**config.mk**
```make
export PLATFORM = sky130hd
export DESIGN_NAME = scam_map
export DESIGN_NICKNAME = d
export VERILOG_FILES = /design/src/hw/scam_pkg.sv /design/src/hw/scam_map.sv
export VERILOG_INCLUDE_DIRS = /design/src /design/src/hw
export SDC_FILE = /design/constraint.sdc
export NUM_CORES = 1
export LEC_CHECK = 0
export BUFFER_PORTS_ARGS = -buffer_cell sky130_fd_sc_hd__buf_2
export CAP_MARGIN = 30
export CORE_AREA = 4 4 249 251
export CTS_CLUSTER_DIAMETER = 80
export DETAILED_ROUTE_END_ITERATION = 10
export DIE_AREA = 0 0 253 255
export GPL_TIMING_DRIVEN = 1
export SLEW_MARGIN = 10
export SYNTH_ARGS = -nofsm -noshare
export SYNTH_HDL_FRONTEND = slang
export SYNTH_SLANG_ARGS = --single-unit
export TNS_END_PERCENT = 30
```
**constraint.sdc**
```tcl
create_clock -name i_clk_sys -period 19.2 [get_ports i_clk_sys]
set_input_delay 0.96 -clock i_clk_sys [delete_from_list [all_inputs] [get_ports i_clk_sys]]
set_output_delay 0.96 -clock i_clk_sys [all_outputs]
set_load 0.005 [all_outputs]
```
**src/hw/scam_map.svh**
```systemverilog
// Word addresses, command values and reset values of the servo address map.
// Assumes inclusion by bare name from the package and the map module.
`ifndef SCAM_MAP_SVH
`define SCAM_MAP_SVH

`define SCAM_PAR_FIRST 16'h0000
`define SCAM_PAR_LAST 16'h02fd
`define SCAM_HIST_FIRST 16'h07f1
`define SCAM_HIST_LAST 16'h07fa
`define SCAM_HIST_DEPTH 10
`define SCAM_SPD_OFS 16'h07fb
`define SCAM_TRQ_OFS 16'h07fc
`define SCAM_IU_OFS 16'h07fd
`define SCAM_IV_OFS 16'h07fe
`define SCAM_MON_SPD_FB 16'h0806
`define SCAM_MON_SPD_IN 16'h0807
`define SCAM_MON_TRQ_IN 16'h0808
`define SCAM_MON_TRQ_INT 16'h0809
`define SCAM_MON_ENC_PLS 16'h080a
`define SCAM_MON_IN_PINS 16'h080b
`define SCAM_MON_ENC_LINES 16'h080c
`define SCAM_MON_OUT_PINS 16'h080d
`define SCAM_MON_PLS_SET 16'h080e
`define SCAM_MON_LOC_LO 16'h080f
`define SCAM_MON_LOC_HI 16'h0810
`define SCAM_MON_FERR_LO 16'h0811
`define SCAM_MON_FERR_HI 16'h0812
`define SCAM_MON_CMDP_LO 16'h0813
`define SCAM_MON_CMDP_HI 16'h0814
`define SCAM_MON_INERTIA 16'h0815
`define SCAM_MON_OVERLOAD 16'h0816
`define SCAM_ALARM_NOW 16'h0817
`define SCAM_WINDING_TEMP 16'h0818
`define SCAM_LINK_IO 16'h0900
`define SCAM_MAIN_VER 16'h090e
`define SCAM_LOGIC_VER 16'h090f
`define SCAM_ABS_TURNS 16'h1010
`define SCAM_ABS_ANGLE_LO 16'h1011
`define SCAM_ABS_ANGLE_HI 16'h1012
`define SCAM_CMD_HIST_CLR 16'h1021
`define SCAM_CMD_ALARM_CLR 16'h1022
`define SCAM_CMD_JOG_EN 16'h1023
`define SCAM_CMD_JOG_FWD 16'h1024
`define SCAM_CMD_JOG_REV 16'h1025
`define SCAM_CMD_NODE_FWD 16'h1026
`define SCAM_CMD_NODE_REV 16'h1027
`define SCAM_CMD_NODE_PAUSE 16'h1028
`define SCAM_CMD_ENC_CLR 16'h1040
`define SCAM_CMD_TURNS_CLR 16'h1041
`define SCAM_CMD_TEACH 16'h1070
`define SCAM_VAL_OFF 16'h0000
`define SCAM_VAL_ON 16'h0001
`define SCAM_RST_WORD 16'h0000
`define SCAM_MAIN_VER_DEFAULT 16'h0100
`define SCAM_LOGIC_VER_DEFAULT 16'h0100

`endif

```
**src/hw/scam_pkg.sv**
```systemverilog
// Types shared by the servo address map and its surroundings.
// Assumes the map header is on the include path.
package scam_pkg;
   `include "scam_map.svh"

   typedef logic [15:0] scam_word_t;

   typedef enum logic [7:0] {
      scam_err_none = 8'h00,
      scam_err_addr = 8'h02,
      scam_err_range = 8'h03
   } scam_err_e;
endpackage

```
**src/hw/scam_map.sv**
```systemverilog
// Address map of the servo drive as seen by the host over the register link.
// Assumes the frame layer delivers one decoded word access per i_req pulse.
//
// Overview of operation
// - Addresses 0x0000..0x02FD pass one-to-one to the parameter store, read and write.
// - Ten-entry read-only alarm history at 0x07F1..0x07FA, cleared by writing 01 to 0x1021.
// - Speed and torque zero offsets read/write; both phase-current offsets read-only.
// - Words 0x0806..0x0816 mirror the local monitor display, read-only.
// - Speed feedback and input speed reference are read-only rpm words.
// - Input and internal torque references are read-only percent of rated torque.
// - Location low word counts single pulses, high word counts units of 10000.
// - Following error counter reads as low and high 16-bit halves.
// - Commanded pulse counter low in single pulses, high in units of 10000.
// - Encoder pulses, input, encoder-line and output pin states are read-only words.
// - Link IO word is read/write and resets to zero, never retained.
// - Main and logic firmware versions read back as read-only digit words.
// - Node jog forward/reverse start only with start signal set; 00 stops.
// - Writing 01 to 0x1028 pauses at node position; 00 cancels the pause.
// - 0x1040 clears encoder alarm; 0x1041 clears multi-turn only with 17-bit encoder.
// - An out-of-range parameter write is discarded and answered as unsuccessful.
// - A link IO bit drives its pin only when both routing parameters enable it.
`timescale 1ns/1ps
`include "scam_map.svh"

module scam_map
   import scam_pkg::*;
#(
   parameter logic [15:0] MAIN_FW_VERSION = `SCAM_MAIN_VER_DEFAULT,  // Arbitrary value.
   parameter logic [15:0] LOGIC_FW_VERSION = `SCAM_LOGIC_VER_DEFAULT // Arbitrary value.
) (
   input wire logic i_clk_sys,
   input wire logic i_rst,
   input wire logic i_req,
   input wire logic i_write,
   input wire logic [15:0] i_addr,
   input wire logic [15:0] i_wdata,
   output logic o_ack,
   output logic [15:0] o_rdata,
   output logic [7:0] o_err,
   output logic o_par_we,
   output logic [9:0] o_par_idx,
   output logic [15:0] o_par_wdata,
   input wire logic [15:0] i_par_rdata,
   input wire logic i_par_in_range,
   input wire logic i_alarm_event,
   input wire logic [15:0] i_alarm_code,
   input wire logic [15:0] i_active_alarm_code,
   input wire logic [15:0] i_phase_u_current_offset,
   input wire logic [15:0] i_phase_v_current_offset,
   input wire logic [15:0] i_motor_speed_feedback,
   input wire logic [15:0] i_speed_command_input,
   input wire logic [15:0] i_torque_command_input_pct,
   input wire logic [15:0] i_torque_command_internal_pct,
   input wire logic [15:0] i_encoder_pulse_count,
   input wire logic [15:0] i_input_pin_state,
   input wire logic [15:0] i_encoder_line_state,
   input wire logic [15:0] i_output_pin_state,
   input wire logic [15:0] i_pulse_setting_value,
   input wire logic [15:0] i_location_low,
   input wire logic [15:0] i_location_high,
   input wire logic [31:0] i_following_error,
   input wire logic [15:0] i_commanded_pulses_low,
   input wire logic [15:0] i_commanded_pulses_high,
   input wire logic [15:0] i_load_inertia_ratio,
   input wire logic [15:0] i_motor_overload_ratio,
   input wire logic [15:0] i_winding_temperature,
   input wire logic i_enc_17bit,
   input wire logic [15:0] i_abs_turns_count,
   input wire logic [16:0] i_abs_angle,
   input wire logic i_start_signal,
   input wire logic [15:0] i_io_route_param_a,
   input wire logic [15:0] i_io_route_param_b,
   output logic [15:0] o_speed_ref_offset,
   output logic [15:0] o_torque_ref_offset,
   output logic [15:0] o_link_io_drive,
   output logic [15:0] o_link_io_enable,
   output logic o_alarm_clear,
   output logic o_jog_enable,
   output logic o_jog_fwd,
   output logic o_jog_rev,
   output logic o_node_jog_fwd,
   output logic o_node_jog_rev,
   output logic o_node_pause,
   output logic o_encoder_fault_clear,
   output logic o_turns_clear,
   output logic o_teach_start
);

   // ------------------------------------------------------------------
   // Access decode
   // ------------------------------------------------------------------
   scam_word_t alarm_history [`SCAM_HIST_DEPTH];
   scam_word_t link_io_word;
   scam_word_t next_rdata;
   logic [7:0] next_err;
   logic is_par;
   logic is_hist;
   logic is_cmd;
   logic cmd_on;
   logic cmd_off;
   logic cmd_val_ok;
   logic wr_ok;
   logic [3:0] hist_idx;

   function automatic logic is_cmd_addr(input logic [15:0] a);
      unique case (a)
         `SCAM_CMD_HIST_CLR, `SCAM_CMD_ALARM_CLR, `SCAM_CMD_JOG_EN,
         `SCAM_CMD_JOG_FWD, `SCAM_CMD_JOG_REV, `SCAM_CMD_NODE_FWD,
         `SCAM_CMD_NODE_REV, `SCAM_CMD_NODE_PAUSE, `SCAM_CMD_ENC_CLR,
         `SCAM_CMD_TURNS_CLR, `SCAM_CMD_TEACH: is_cmd_addr = 1'b1;
         default: is_cmd_addr = 1'b0;
      endcase
   endfunction

   function automatic logic cmd_hit(input logic [15:0] a);
      cmd_hit = wr_ok && is_cmd && (i_addr == a);
   endfunction

   assign is_par = (i_addr <= `SCAM_PAR_LAST);
   assign is_hist = (i_addr >= `SCAM_HIST_FIRST) && (i_addr <= `SCAM_HIST_LAST);
   assign hist_idx = 4'(i_addr - `SCAM_HIST_FIRST);
   assign is_cmd = is_cmd_addr(i_addr);
   assign cmd_on = (i_wdata == `SCAM_VAL_ON);
   assign cmd_off = (i_wdata == `SCAM_VAL_OFF);
   assign cmd_val_ok = cmd_on || cmd_off;
   assign wr_ok = i_req && i_write && (next_err == 8'(scam_err_none));

   assign o_par_idx = i_addr[9:0];
   assign o_par_wdata = i_wdata;
   assign o_par_we = wr_ok && is_par;

   // Read data and answer code for the access offered this cycle.
   always_comb begin
      next_rdata = `SCAM_RST_WORD;
      next_err = 8'(scam_err_none);
      if (is_par) begin
         next_rdata = i_par_rdata;
         if (i_write && !i_par_in_range) begin
            next_err = 8'(scam_err_range);
         end
      end else if (is_hist) begin
         next_rdata = alarm_history[hist_idx];
         if (i_write) begin
            next_err = 8'(scam_err_addr);
         end
      end else if (is_cmd) begin
         if (!i_write) begin
            next_err = 8'(scam_err_addr);
         end else if (!cmd_val_ok) begin
            next_err = 8'(scam_err_range);
         end
      end else begin
         unique case (i_addr)
            `SCAM_SPD_OFS: next_rdata = o_speed_ref_offset;
            `SCAM_TRQ_OFS: next_rdata = o_torque_ref_offset;
            `SCAM_LINK_IO: next_rdata = link_io_word;
            default: begin
               if (i_write) begin
                  next_err = 8'(scam_err_addr);
               end
               unique case (i_addr)
                  `SCAM_IU_OFS: next_rdata = i_phase_u_current_offset;
                  `SCAM_IV_OFS: next_rdata = i_phase_v_current_offset;
                  `SCAM_MON_SPD_FB: next_rdata = i_motor_speed_feedback;
                  `SCAM_MON_SPD_IN: next_rdata = i_speed_command_input;
                  `SCAM_MON_TRQ_IN: next_rdata = i_torque_command_input_pct;
                  `SCAM_MON_TRQ_INT: next_rdata = i_torque_command_internal_pct;
                  `SCAM_MON_ENC_PLS: next_rdata = i_encoder_pulse_count;
                  `SCAM_MON_IN_PINS: next_rdata = i_input_pin_state;
                  `SCAM_MON_ENC_LINES: next_rdata = i_encoder_line_state;
                  `SCAM_MON_OUT_PINS: next_rdata = i_output_pin_state;
                  `SCAM_MON_PLS_SET: next_rdata = i_pulse_setting_value;
                  `SCAM_MON_LOC_LO: next_rdata = i_location_low;
                  `SCAM_MON_LOC_HI: next_rdata = i_location_high;
                  `SCAM_MON_FERR_LO: next_rdata = i_following_error[15:0];
                  `SCAM_MON_FERR_HI: next_rdata = i_following_error[31:16];
                  `SCAM_MON_CMDP_LO: next_rdata = i_commanded_pulses_low;
                  `SCAM_MON_CMDP_HI: next_rdata = i_commanded_pulses_high;
                  `SCAM_MON_INERTIA: next_rdata = i_load_inertia_ratio;
                  `SCAM_MON_OVERLOAD: next_rdata = i_motor_overload_ratio;
                  `SCAM_ALARM_NOW: next_rdata = i_active_alarm_code;
                  `SCAM_WINDING_TEMP: next_rdata = i_winding_temperature;
                  `SCAM_MAIN_VER: next_rdata = MAIN_FW_VERSION;
                  `SCAM_LOGIC_VER: next_rdata = LOGIC_FW_VERSION;
                  `SCAM_ABS_TURNS: begin
                     next_rdata = i_enc_17bit ? i_abs_turns_count : `SCAM_RST_WORD;
                  end
                  `SCAM_ABS_ANGLE_LO: begin
                     next_rdata = i_enc_17bit ? i_abs_angle[15:0] : `SCAM_RST_WORD;
                  end
                  `SCAM_ABS_ANGLE_HI: begin
                     next_rdata = i_enc_17bit ? 16'(i_abs_angle[16]) : `SCAM_RST_WORD;
                  end
                  default: next_err = 8'(scam_err_addr);
               endcase
            end
         endcase
      end
   end

   // ------------------------------------------------------------------
   // Answer to the host
   // ------------------------------------------------------------------
   always_ff @(posedge i_clk_sys or posedge i_rst) begin
      if (i_rst) begin
         o_ack <= 1'b0;
         o_rdata <= `SCAM_RST_WORD;
         o_err <= 8'(scam_err_none);
      end else begin
         o_ack <= i_req;
         if (i_req) begin
            o_rdata <= i_write ? `SCAM_RST_WORD : next_rdata;
            o_err <= next_err;
         end
      end
   end

   // ------------------------------------------------------------------
   // Read/write words
   // ------------------------------------------------------------------
   always_ff @(posedge i_clk_sys or posedge i_rst) begin
      if (i_rst) begin
         o_speed_ref_offset <= `SCAM_RST_WORD;
         o_torque_ref_offset <= `SCAM_RST_WORD;
         link_io_word <= `SCAM_RST_WORD;
      end else if (wr_ok) begin
         if (i_addr == `SCAM_SPD_OFS) begin
            o_speed_ref_offset <= i_wdata;
         end
         if (i_addr == `SCAM_TRQ_OFS) begin
            o_torque_ref_offset <= i_wdata;
         end
         if (i_addr == `SCAM_LINK_IO) begin
            link_io_word <= i_wdata;
         end
      end
   end

   // Only bits routed to communication by both parameters reach the pins.
   always_ff @(posedge i_clk_sys or posedge i_rst) begin
      if (i_rst) begin
         o_link_io_enable <= `SCAM_RST_WORD;
         o_link_io_drive <= `SCAM_RST_WORD;
      end else begin
         o_link_io_enable <= i_io_route_param_a & i_io_route_param_b;
         o_link_io_drive <= link_io_word & i_io_route_param_a & i_io_route_param_b;
      end
   end

   // ------------------------------------------------------------------
   // Alarm history
   // ------------------------------------------------------------------
   // A new alarm in the clearing cycle survives as the latest entry.
   always_ff @(posedge i_clk_sys or posedge i_rst) begin
      if (i_rst) begin
         for (int k = 0; k < `SCAM_HIST_DEPTH; k++) begin
            alarm_history[k] <= `SCAM_RST_WORD;
         end
      end else if (cmd_hit(`SCAM_CMD_HIST_CLR) && cmd_on) begin
         alarm_history[0] <= i_alarm_event ? i_alarm_code : `SCAM_RST_WORD;
         for (int k = 1; k < `SCAM_HIST_DEPTH; k++) begin
            alarm_history[k] <= `SCAM_RST_WORD;
         end
      end else if (i_alarm_event) begin
         alarm_history[0] <= i_alarm_code;
         for (int k = 1; k < `SCAM_HIST_DEPTH; k++) begin
            alarm_history[k] <= alarm_history[k - 1];
         end
      end
   end

   // ------------------------------------------------------------------
   // Command words
   // ------------------------------------------------------------------
   always_ff @(posedge i_clk_sys or posedge i_rst) begin
      if (i_rst) begin
         o_alarm_clear <= 1'b0;
         o_encoder_fault_clear <= 1'b0;
         o_turns_clear <= 1'b0;
         o_teach_start <= 1'b0;
      end else begin
         o_alarm_clear <= cmd_hit(`SCAM_CMD_ALARM_CLR) && cmd_on;
         o_encoder_fault_clear <= cmd_hit(`SCAM_CMD_ENC_CLR) && cmd_on;
         o_turns_clear <= cmd_hit(`SCAM_CMD_TURNS_CLR) && cmd_on && i_enc_17bit;
         o_teach_start <= cmd_hit(`SCAM_CMD_TEACH) && cmd_on;
      end
   end

   always_ff @(posedge i_clk_sys or posedge i_rst) begin
      if (i_rst) begin
         o_jog_enable <= 1'b0;
         o_jog_fwd <= 1'b0;
         o_jog_rev <= 1'b0;
      end else begin
         if (cmd_hit(`SCAM_CMD_JOG_EN)) begin
            o_jog_enable <= cmd_on;
         end
         if (cmd_hit(`SCAM_CMD_JOG_FWD)) begin
            o_jog_fwd <= cmd_on;
         end
         if (cmd_hit(`SCAM_CMD_JOG_REV)) begin
            o_jog_rev <= cmd_on;
         end
      end
   end

   // A start request without the start signal is ignored; a stop always acts.
   always_ff @(posedge i_clk_sys or posedge i_rst) begin
      if (i_rst) begin
         o_node_jog_fwd <= 1'b0;
         o_node_jog_rev <= 1'b0;
         o_node_pause <= 1'b0;
      end else begin
         if (cmd_hit(`SCAM_CMD_NODE_FWD) && (cmd_off || i_start_signal)) begin
            o_node_jog_fwd <= cmd_on;
         end
         if (cmd_hit(`SCAM_CMD_NODE_REV) && (cmd_off || i_start_signal)) begin
            o_node_jog_rev <= cmd_on;
         end
         if (cmd_hit(`SCAM_CMD_NODE_PAUSE)) begin
            o_node_pause <= cmd_on;
         end
      end
   end

endmodule // scam_map

```
; ---- Word level (Yosys, flattened, before mapping)
; Index checks and enable logic that the tools add are counted.
[classes]
magnitude_cmp = 4
add_sub_neg = 1
n_eq_ne = 41
reduce_logical = 38
muxes = 25
n_bitwise = 4
[ops]
columns = operator, count
row1 = 16-bit one-hot mux with 25 select lines, 1
row2 = 16-bit by 12-bit == test with 1-bit output (second input constant), 22
row3 = 160-bit 2-to-1 mux, 2
row4 = 16-bit by 13-bit == test with 1-bit output (second input constant), 14
row5 = 16-bit 2-to-1 mux, 9
row6 = 16-bit binary-select mux with 4-bit select, 1
row7 = 16-bit by 11-bit == test with 1-bit output (second input constant), 4
row8 = 16-bit bitwise AND, 3
row9 = 16-bit one-hot mux with 3 select lines, 1
row10 = 8-bit 2-to-1 mux, 5
row11 = 26-bit OR reduction, 1
row12 = 1-bit logical AND, 25
row13 = 16-bit by 1-bit == test with 1-bit output (second input constant), 1
row14 = 16-bit by 11-bit >= comparator with 1-bit output (second input constant), 1
row15 = 16-bit by 10-bit less-or-equal comparator with 1-bit output (second input constant), 1
row16 = 16-bit by 11-bit less-or-equal comparator with 1-bit output (second input constant), 1
row17 = 16-bit zero test, 1
row18 = 11-bit OR reduction, 1
row19 = 8-bit zero test, 1
row20 = 2-bit 2-to-1 mux, 4
row21 = 2-bit AND reduction, 3
row22 = 5-bit >= comparator (second input constant), 1
row23 = 4-bit NOT with 5-bit output, 1
row24 = 4-bit by 1-bit subtractor with 4-bit output (second input constant), 1
row25 = other kinds (6), 8
[totals]
word_cells = 141
register_bits = 275
out_inout_bits = 126

; ---- Depth between registers and ports, before layout
[depth]
depth_word = 13
mapped_depth = 16
mapped_depth_nobuf = 9

; ---- Worst setup path after synthesis
; No wires, ideal clock.
[synth_timing]
path_kind = input -> register
startpoint = input port i_addr[0]
endpoint = register o_rdata[6]
slack_ns = 14.191
path_stages = 15
t_arrival_ns = 4.886
path_cell_list = clkbuf_1 > buf_2 > clkbuf_1 > buf_1 > inv_1 > ha_1 > clkbuf_1 > buf_1 > buf_1 > mux4_2 > mux2i_1 > nor2_1 > a211oi_1 > o21ai_0 > o221a_1
[synth_between]
elab_chain_len = 8
word_cells_on_any_way = 58
[synth_rtl]
columns = element, line
row1 = from (decl), scam_map.sv:35  ; input wire logic [15:0] i_addr,
row2 = 4-bit by 1-bit subtractor with 4-bit output (no line) or 16-bit by 12-bit == test with 1-bit output (tied branches), -
row3 = 4-bit NOT with 5-bit output (not written as such) or 2-bit OR reduction (tied branches), -
row4 = 16-bit binary-select mux with 4-bit select or 16-bit one-hot mux with 25 select lines (tied branches), "scam_map.sv:142, scam_map.sv:161"
row5 = 16-bit 2-to-1 mux (not written as such) or 16-bit one-hot mux with 3 select lines (tied branches), "scam_map.sv:142, scam_map.sv:153"
row6 = 16-bit 2-to-1 mux (on tied branches), "scam_map.sv:142, scam_map.sv:146"
row7 = 16-bit 2-to-1 mux, scam_map.sv:141  ; end else if (is_hist) begin
row8 = 16-bit 2-to-1 mux (*), scam_map.sv:136  ; if (is_par) begin
row9 = 16-bit 2-to-1 mux (*), scam_map.sv:212  ; o_rdata <= i_write ? `SCAM_RST_WORD : next_rdata;
row10 = to (signal assigned), scam_map.sv:207  ; o_rdata <= `SCAM_RST_WORD;
row11 = to (signal assigned), scam_map.sv:212
row12 = to (decl), scam_map.sv:38  ; output logic [15:0] o_rdata,
; Mark *: on every way between the ends. The rest lies on a longest branch, timed or not. The select of a mux whose other input is x is not followed.
; A chain may end at the register's enable or synchronous reset.

; ---- Worst setup path after layout
[layout_timing]
startpoint = input port i_addr[0]
endpoint = output port o_par_we
[layout_between]
elab_chain_len = 10
word_cells_on_any_way = 56
[layout_rtl]
columns = element, line
row1 = 16-bit by 13-bit == test with 1-bit output (tied with other cells), scam_map.sv:161  ; unique case (i_addr)
row2 = 26-bit OR reduction (no line), -
row3 = 8-bit 2-to-1 mux, scam_map.sv:161
row4 = 8-bit 2-to-1 mux, scam_map.sv:153  ; unique case (i_addr)
row5 = 8-bit 2-to-1 mux, scam_map.sv:146  ; end else if (is_cmd) begin
row6 = 8-bit 2-to-1 mux, scam_map.sv:141
row7 = 8-bit 2-to-1 mux, scam_map.sv:136
row8 = 8-bit zero test, scam_map.sv:126  ; assign wr_ok = i_req && i_write && (next_err == 8'(scam_err_none));
row9 = 1-bit logical AND, scam_map.sv:126
row10 = 1-bit logical AND (*), scam_map.sv:130  ; assign o_par_we = wr_ok && is_par;
row11 = to (decl), scam_map.sv:40  ; output logic o_par_we,
; Mark *: on every way between the ends. The rest lies on a longest branch, timed or not.

==> flow_results.org <==
** Run status
- The run finished with clean final reports.

** Timing
- For the pin with the worst max-slew slack, the measured transition is 1.07 ns.
- Slew headroom :: 28.0%
- Hold Fails Final Rpt :: 0
- Of the available clock period, the critical path in the final layout requires 25.0%.
- Post-Route Setup TNS :: 0 ns
- Post-Route Hold Slack :: 0.339 ns
- The routed design could run at a clock period as short as 4.81 ns.
- Setup violations remaining at the end of the flow were counted as 0.
- Fin. max-slew vios :: 0
- Worst clock skew on the final layout :: 0.0158 ns
- Setup repair after global routing left no endpoint under its margin.
- Achievable clock frequency :: 208 MHz

** Critical path
- Sort of element at the end of the critical path :: primary output
- For this run, the slowest stage of the critical path takes 0.57 ns.
- Kind of start point of the critical path :: input port
- Data on the critical path arrives at its endpoint at 3.85 ns.
- The critical path in this run is classified as in2out.
- The signal on the critical path passes through buf_2, buf_4, buf_16, ha_1, buf_4, or3_1, or4_1, nand3_2, nor2_1, buf_2.
- The largest individual stage delay along the critical path comes from the cell sky130_fd_sc_hd__nor2_1.
- CP required :: 18.24 ns
- Largest driver fanout on the critical path :: 41
- R2r setup slk :: 17.13 ns

** Synthesis
- Async set-reset flop share out of synthesis :: 100%
- Synth Area in XOR/XNOR :: 0.164%
- Yosys Warn Count :: 0
- After Yosys synthesis, full adders, half adders and majority gates account for 0.389% of the synthesized area.
- Synthesized instance count :: 1590
- Post-synthesis compound-gate area fraction :: 15.8%
- Cell area after technology mapping :: 16100 sq um
- EDFF count, synth :: 0
- Predominant post-synthesis flop cell :: sky130_fd_sc_hd__dfrtp_1
- Of the post-synthesis cell area, the dominant cell type holds 41.9%.
- By area, the combinational part of the netlist is dominated by multiplexers.
- Cell type with the largest total area after synthesis :: sky130_fd_sc_hd__dfrtp_1
- Ranked by total cell area, the synthesized netlist is headed by sky130_fd_sc_hd__dfrtp_1 (42%), sky130_fd_sc_hd__mux2i_1 (11%), sky130_fd_sc_hd__nor2_1 (4.6%).
- Multiplexer share of the synthesized area :: 19.8%
- Dividing the synthesized area by the synthesized cell count gives 10.1 sq um.
- Synthesis inferred 269 register bits.
- Yosys mapped the design onto 82 distinct sky130hd cell types.
- Of the total synthesized cell area, the portion taken by AND, OR, NAND and NOR gates is 16.9%.
- Of the synthesized area, sequential elements account for 41.9%.

** Clock network
- TritonCTS built the clock tree.
- Maximum level of the CTS H-tree :: 1
- The number of clock buffers added by TritonCTS is 29.
- For this design, the CTS-stage hold fixing added 0 buffers.
- Number of gates given a new drive strength after cts :: 0
- The cell sitting at the root of the clock tree is a sky130_fd_sc_hd__clkbuf_16.
- The longest clock path from root to sink contains 3 buffers.
- After clock tree synthesis, the clock-pin slew on the worst setup and hold paths is 0.07 ns.
- Total setup buffers inserted after CTS :: 0
- For the worst-skew pair, the clock arrives at the later sink with an insertion delay of 0.58 ns.
- CTS saw 269 sinks.

** Placement
- Cell total after placement :: 2843
- Port buffering added 592 buffers.
- At the end of routability-driven placement, the weighted congestion stood at 1.01.
- Area after DPL :: 19600 sq um
- HPWL Detailed :: 76600 microns

** Global routing
- Remaining Overflow, GRT :: 0
- The via count of the first global-routing pass was 15997.
- Maximum number of pins on one net before global-route repair :: 127
- The number of antenna violations at the first check in global routing was 40.
- In the global route stage, overall resource usage came out at 27.6%.
- The first global-routing pass estimated 126000 microns of wire.

** Pwr
- Power spread over the standard cell area amounts to 78.6 nW/um^2.
- Total power for the finished layout comes to 1.63 mW.
- VDD IR max :: 0.0656 mV
- Leakage :: 9.98 nW

** Drt
- Post-detailed-route count of antenna-violating nets :: 0
- Routed len/inst :: 32.4 microns
- Dividing the detail-routed via count by the number of cells gives 5.61.
- Detailed Route Iter0 Violations :: 2028
- Summed over all layers, the routed wires come to 94900 microns.
- Final routed DRC violation total :: 0
- The detailed router placed 16414 vias in this run.
- The pre-antenna-repair detailed-routing pass consisted of 8 iterations.

** Flow run
- The tool flagged a number of max-cap violations equal to 0.

** Floorplan
- The region available for standard cell placement spans 59900 sq um.
- Vertical die dimension :: 255 microns
- Number of placement rows :: 90
- The initial utilization of the core area, before any placement, comes to 26.8%.
- For this design the top-level I/O count stands at 599.
- From left edge to right edge, the die measures 253 microns.
- Area enclosed by the die boundary :: 64500 sq um

** Layout
- After routing the design area is 20800 sq um.
- In the final layout, the share of cells above drive strength 1 is 38.0%.
- Final Instance Count excl. Fillers :: 2925
- Number of fill cells in the layout :: 6171
- Final layout net count :: 2579
- Post-synthesis to final-layout area growth :: 29.2%

** Hold path
- Worst min-delay path class :: in2async
## worst max-delay path, delay by kind of cell
| kind | cells | cell delay [ns] |
|---|---|---|
| fa+ha+maj | 1 | 0.20 |
| simple gates | 4 | 1.36 |
| buf+inv | 5 | 1.27 |
## logic make-up after synthesis
group                    count (synthesis)
adder cells (fa/ha/maj)                  5
multiplexers                           270
AND/OR/NAND/NOR                        523
other                                    1
flip-flops                             269
buffers and inverters                  170
AO/OA/AOI/OAI                          349
XOR/XNOR                                 3
## path summary, 6_finish.rpt
kind                                           startpoint                             to  depth (start not counted)
max in group asynchronous                           i_rst  alarm_history[64]$_DFFE_PP0P_                          5
min                                                 i_rst           o_err[0]$_DFFE_PP0P_                          2
min reg2reg                          o_err[0]$_DFFE_PP0P_           o_err[0]$_DFFE_PP0P_                          1
min in group i_clk_sys               o_err[0]$_DFFE_PP0P_           o_err[0]$_DFFE_PP0P_                          1
max                                             i_addr[0]                       o_par_we                         10
max reg2reg                alarm_history[154]$_DFFE_PP0P_        o_rdata[10]$_DFFE_PP0P_                          5
## power by group
part	internal, mW	total [mW]	switching, mW
registers	0.667	0.745	0.0783
logic	0.164	0.350	0.186
clock network	0.296	0.537	0.241
total	1.13	1.63	0.505
## state kept, by name (all words and copies together) (netlist names), 2 cells and up
name and count:
o_link_io_drive 16, o_torque_ref_offset 16, alarm_history 160, link_io_word 16
o_rdata 16, o_speed_ref_offset 16, o_err 2, o_link_io_enable 16
## layout by cell type, fill, tap and decap left out, types with 24 or more instances in the layout
| master | synthesis | layout |
|---|---|---|
| sky130_fd_sc_hd__buf_2 | 20 | 592 |
| sky130_fd_sc_hd__dfrtp_1 | 269 | 269 |
| sky130_fd_sc_hd__nor2_1 | 198 | 198 |
| sky130_fd_sc_hd__mux2i_1 | 173 | 173 |
| sky130_fd_sc_hd__nand2_1 | 96 | 96 |
| sky130_fd_sc_hd__a22oi_1 | 92 | 92 |
| sky130_fd_sc_hd__o21ai_0 | 57 | 57 |
| sky130_fd_sc_hd__mux2_2 | 56 | 56 |
| sky130_fd_sc_hd__a21oi_1 | 38 | 38 |
| sky130_fd_sc_hd__buf_4 | 33 | 34 |
| sky130_fd_sc_hd__mux4_2 | 32 | 32 |
| sky130_fd_sc_hd__clkbuf_16 | 0 | 29 |
| sky130_fd_sc_hd__and3_1 | 27 | 27 |
| sky130_fd_sc_hd__and2_1 | 26 | 26 |
| sky130_fd_sc_hd__a222oi_1 | 24 | 24 |
## synth_stat cells (18+ instances only)
library cell               number
sky130_fd_sc_hd__mux4_2        32
sky130_fd_sc_hd__buf_2         20
sky130_fd_sc_hd__and3_1        27
sky130_fd_sc_hd__o21ai_0       57
sky130_fd_sc_hd__nor3_1        20
sky130_fd_sc_hd__nand4_1       21
sky130_fd_sc_hd__a21oi_1       38
sky130_fd_sc_hd__a22oi_1       92
sky130_fd_sc_hd__mux2i_1      173
sky130_fd_sc_hd__buf_4         33
sky130_fd_sc_hd__a222oi_1      24
sky130_fd_sc_hd__nor2_1       198
sky130_fd_sc_hd__a31oi_1       18
sky130_fd_sc_hd__nor4_1        28
sky130_fd_sc_hd__dfrtp_1      269
sky130_fd_sc_hd__mux2_2        56
sky130_fd_sc_hd__and2_1        26
sky130_fd_sc_hd__nand3_1       22
sky130_fd_sc_hd__clkbuf_1      92
sky130_fd_sc_hd__nand2_1       96
sky130_fd_sc_hd__a22o_1        20
## metal layers
layer  vias up  routed length [microns]  global-route usage (%)
met3       194                     9900                    10.2
met2       826                    43600                    44.1
met5         -                      173                       0
met4        28                     3990                    10.1
li1       7032                        -                       -
met1      8334                    37200                    34.3
## area by class of cell
class                   count  area [sq um]  area share [%]
well taps                 782           978            4.71
diodes                     22          55.1           0.265
clock inverters             9          72.6           0.350
repair buffers            636          3420            16.5
flip-flops and latches    269          6730            32.4
inverters                   9          41.3           0.199
multi-input cells        1156          8640            41.6
clock buffers              42           815            3.92
## per-stage QoR
step	setup WS, ns	utilization [%]
final	14.39	34.7
after global placement	13.84	32.7
after global routing	14.25	34.6
after CTS	14.20	34.2
after detailed placement	13.77	32.8
after floorplan	10.83	-
Power figures use the tool's default switching activity.
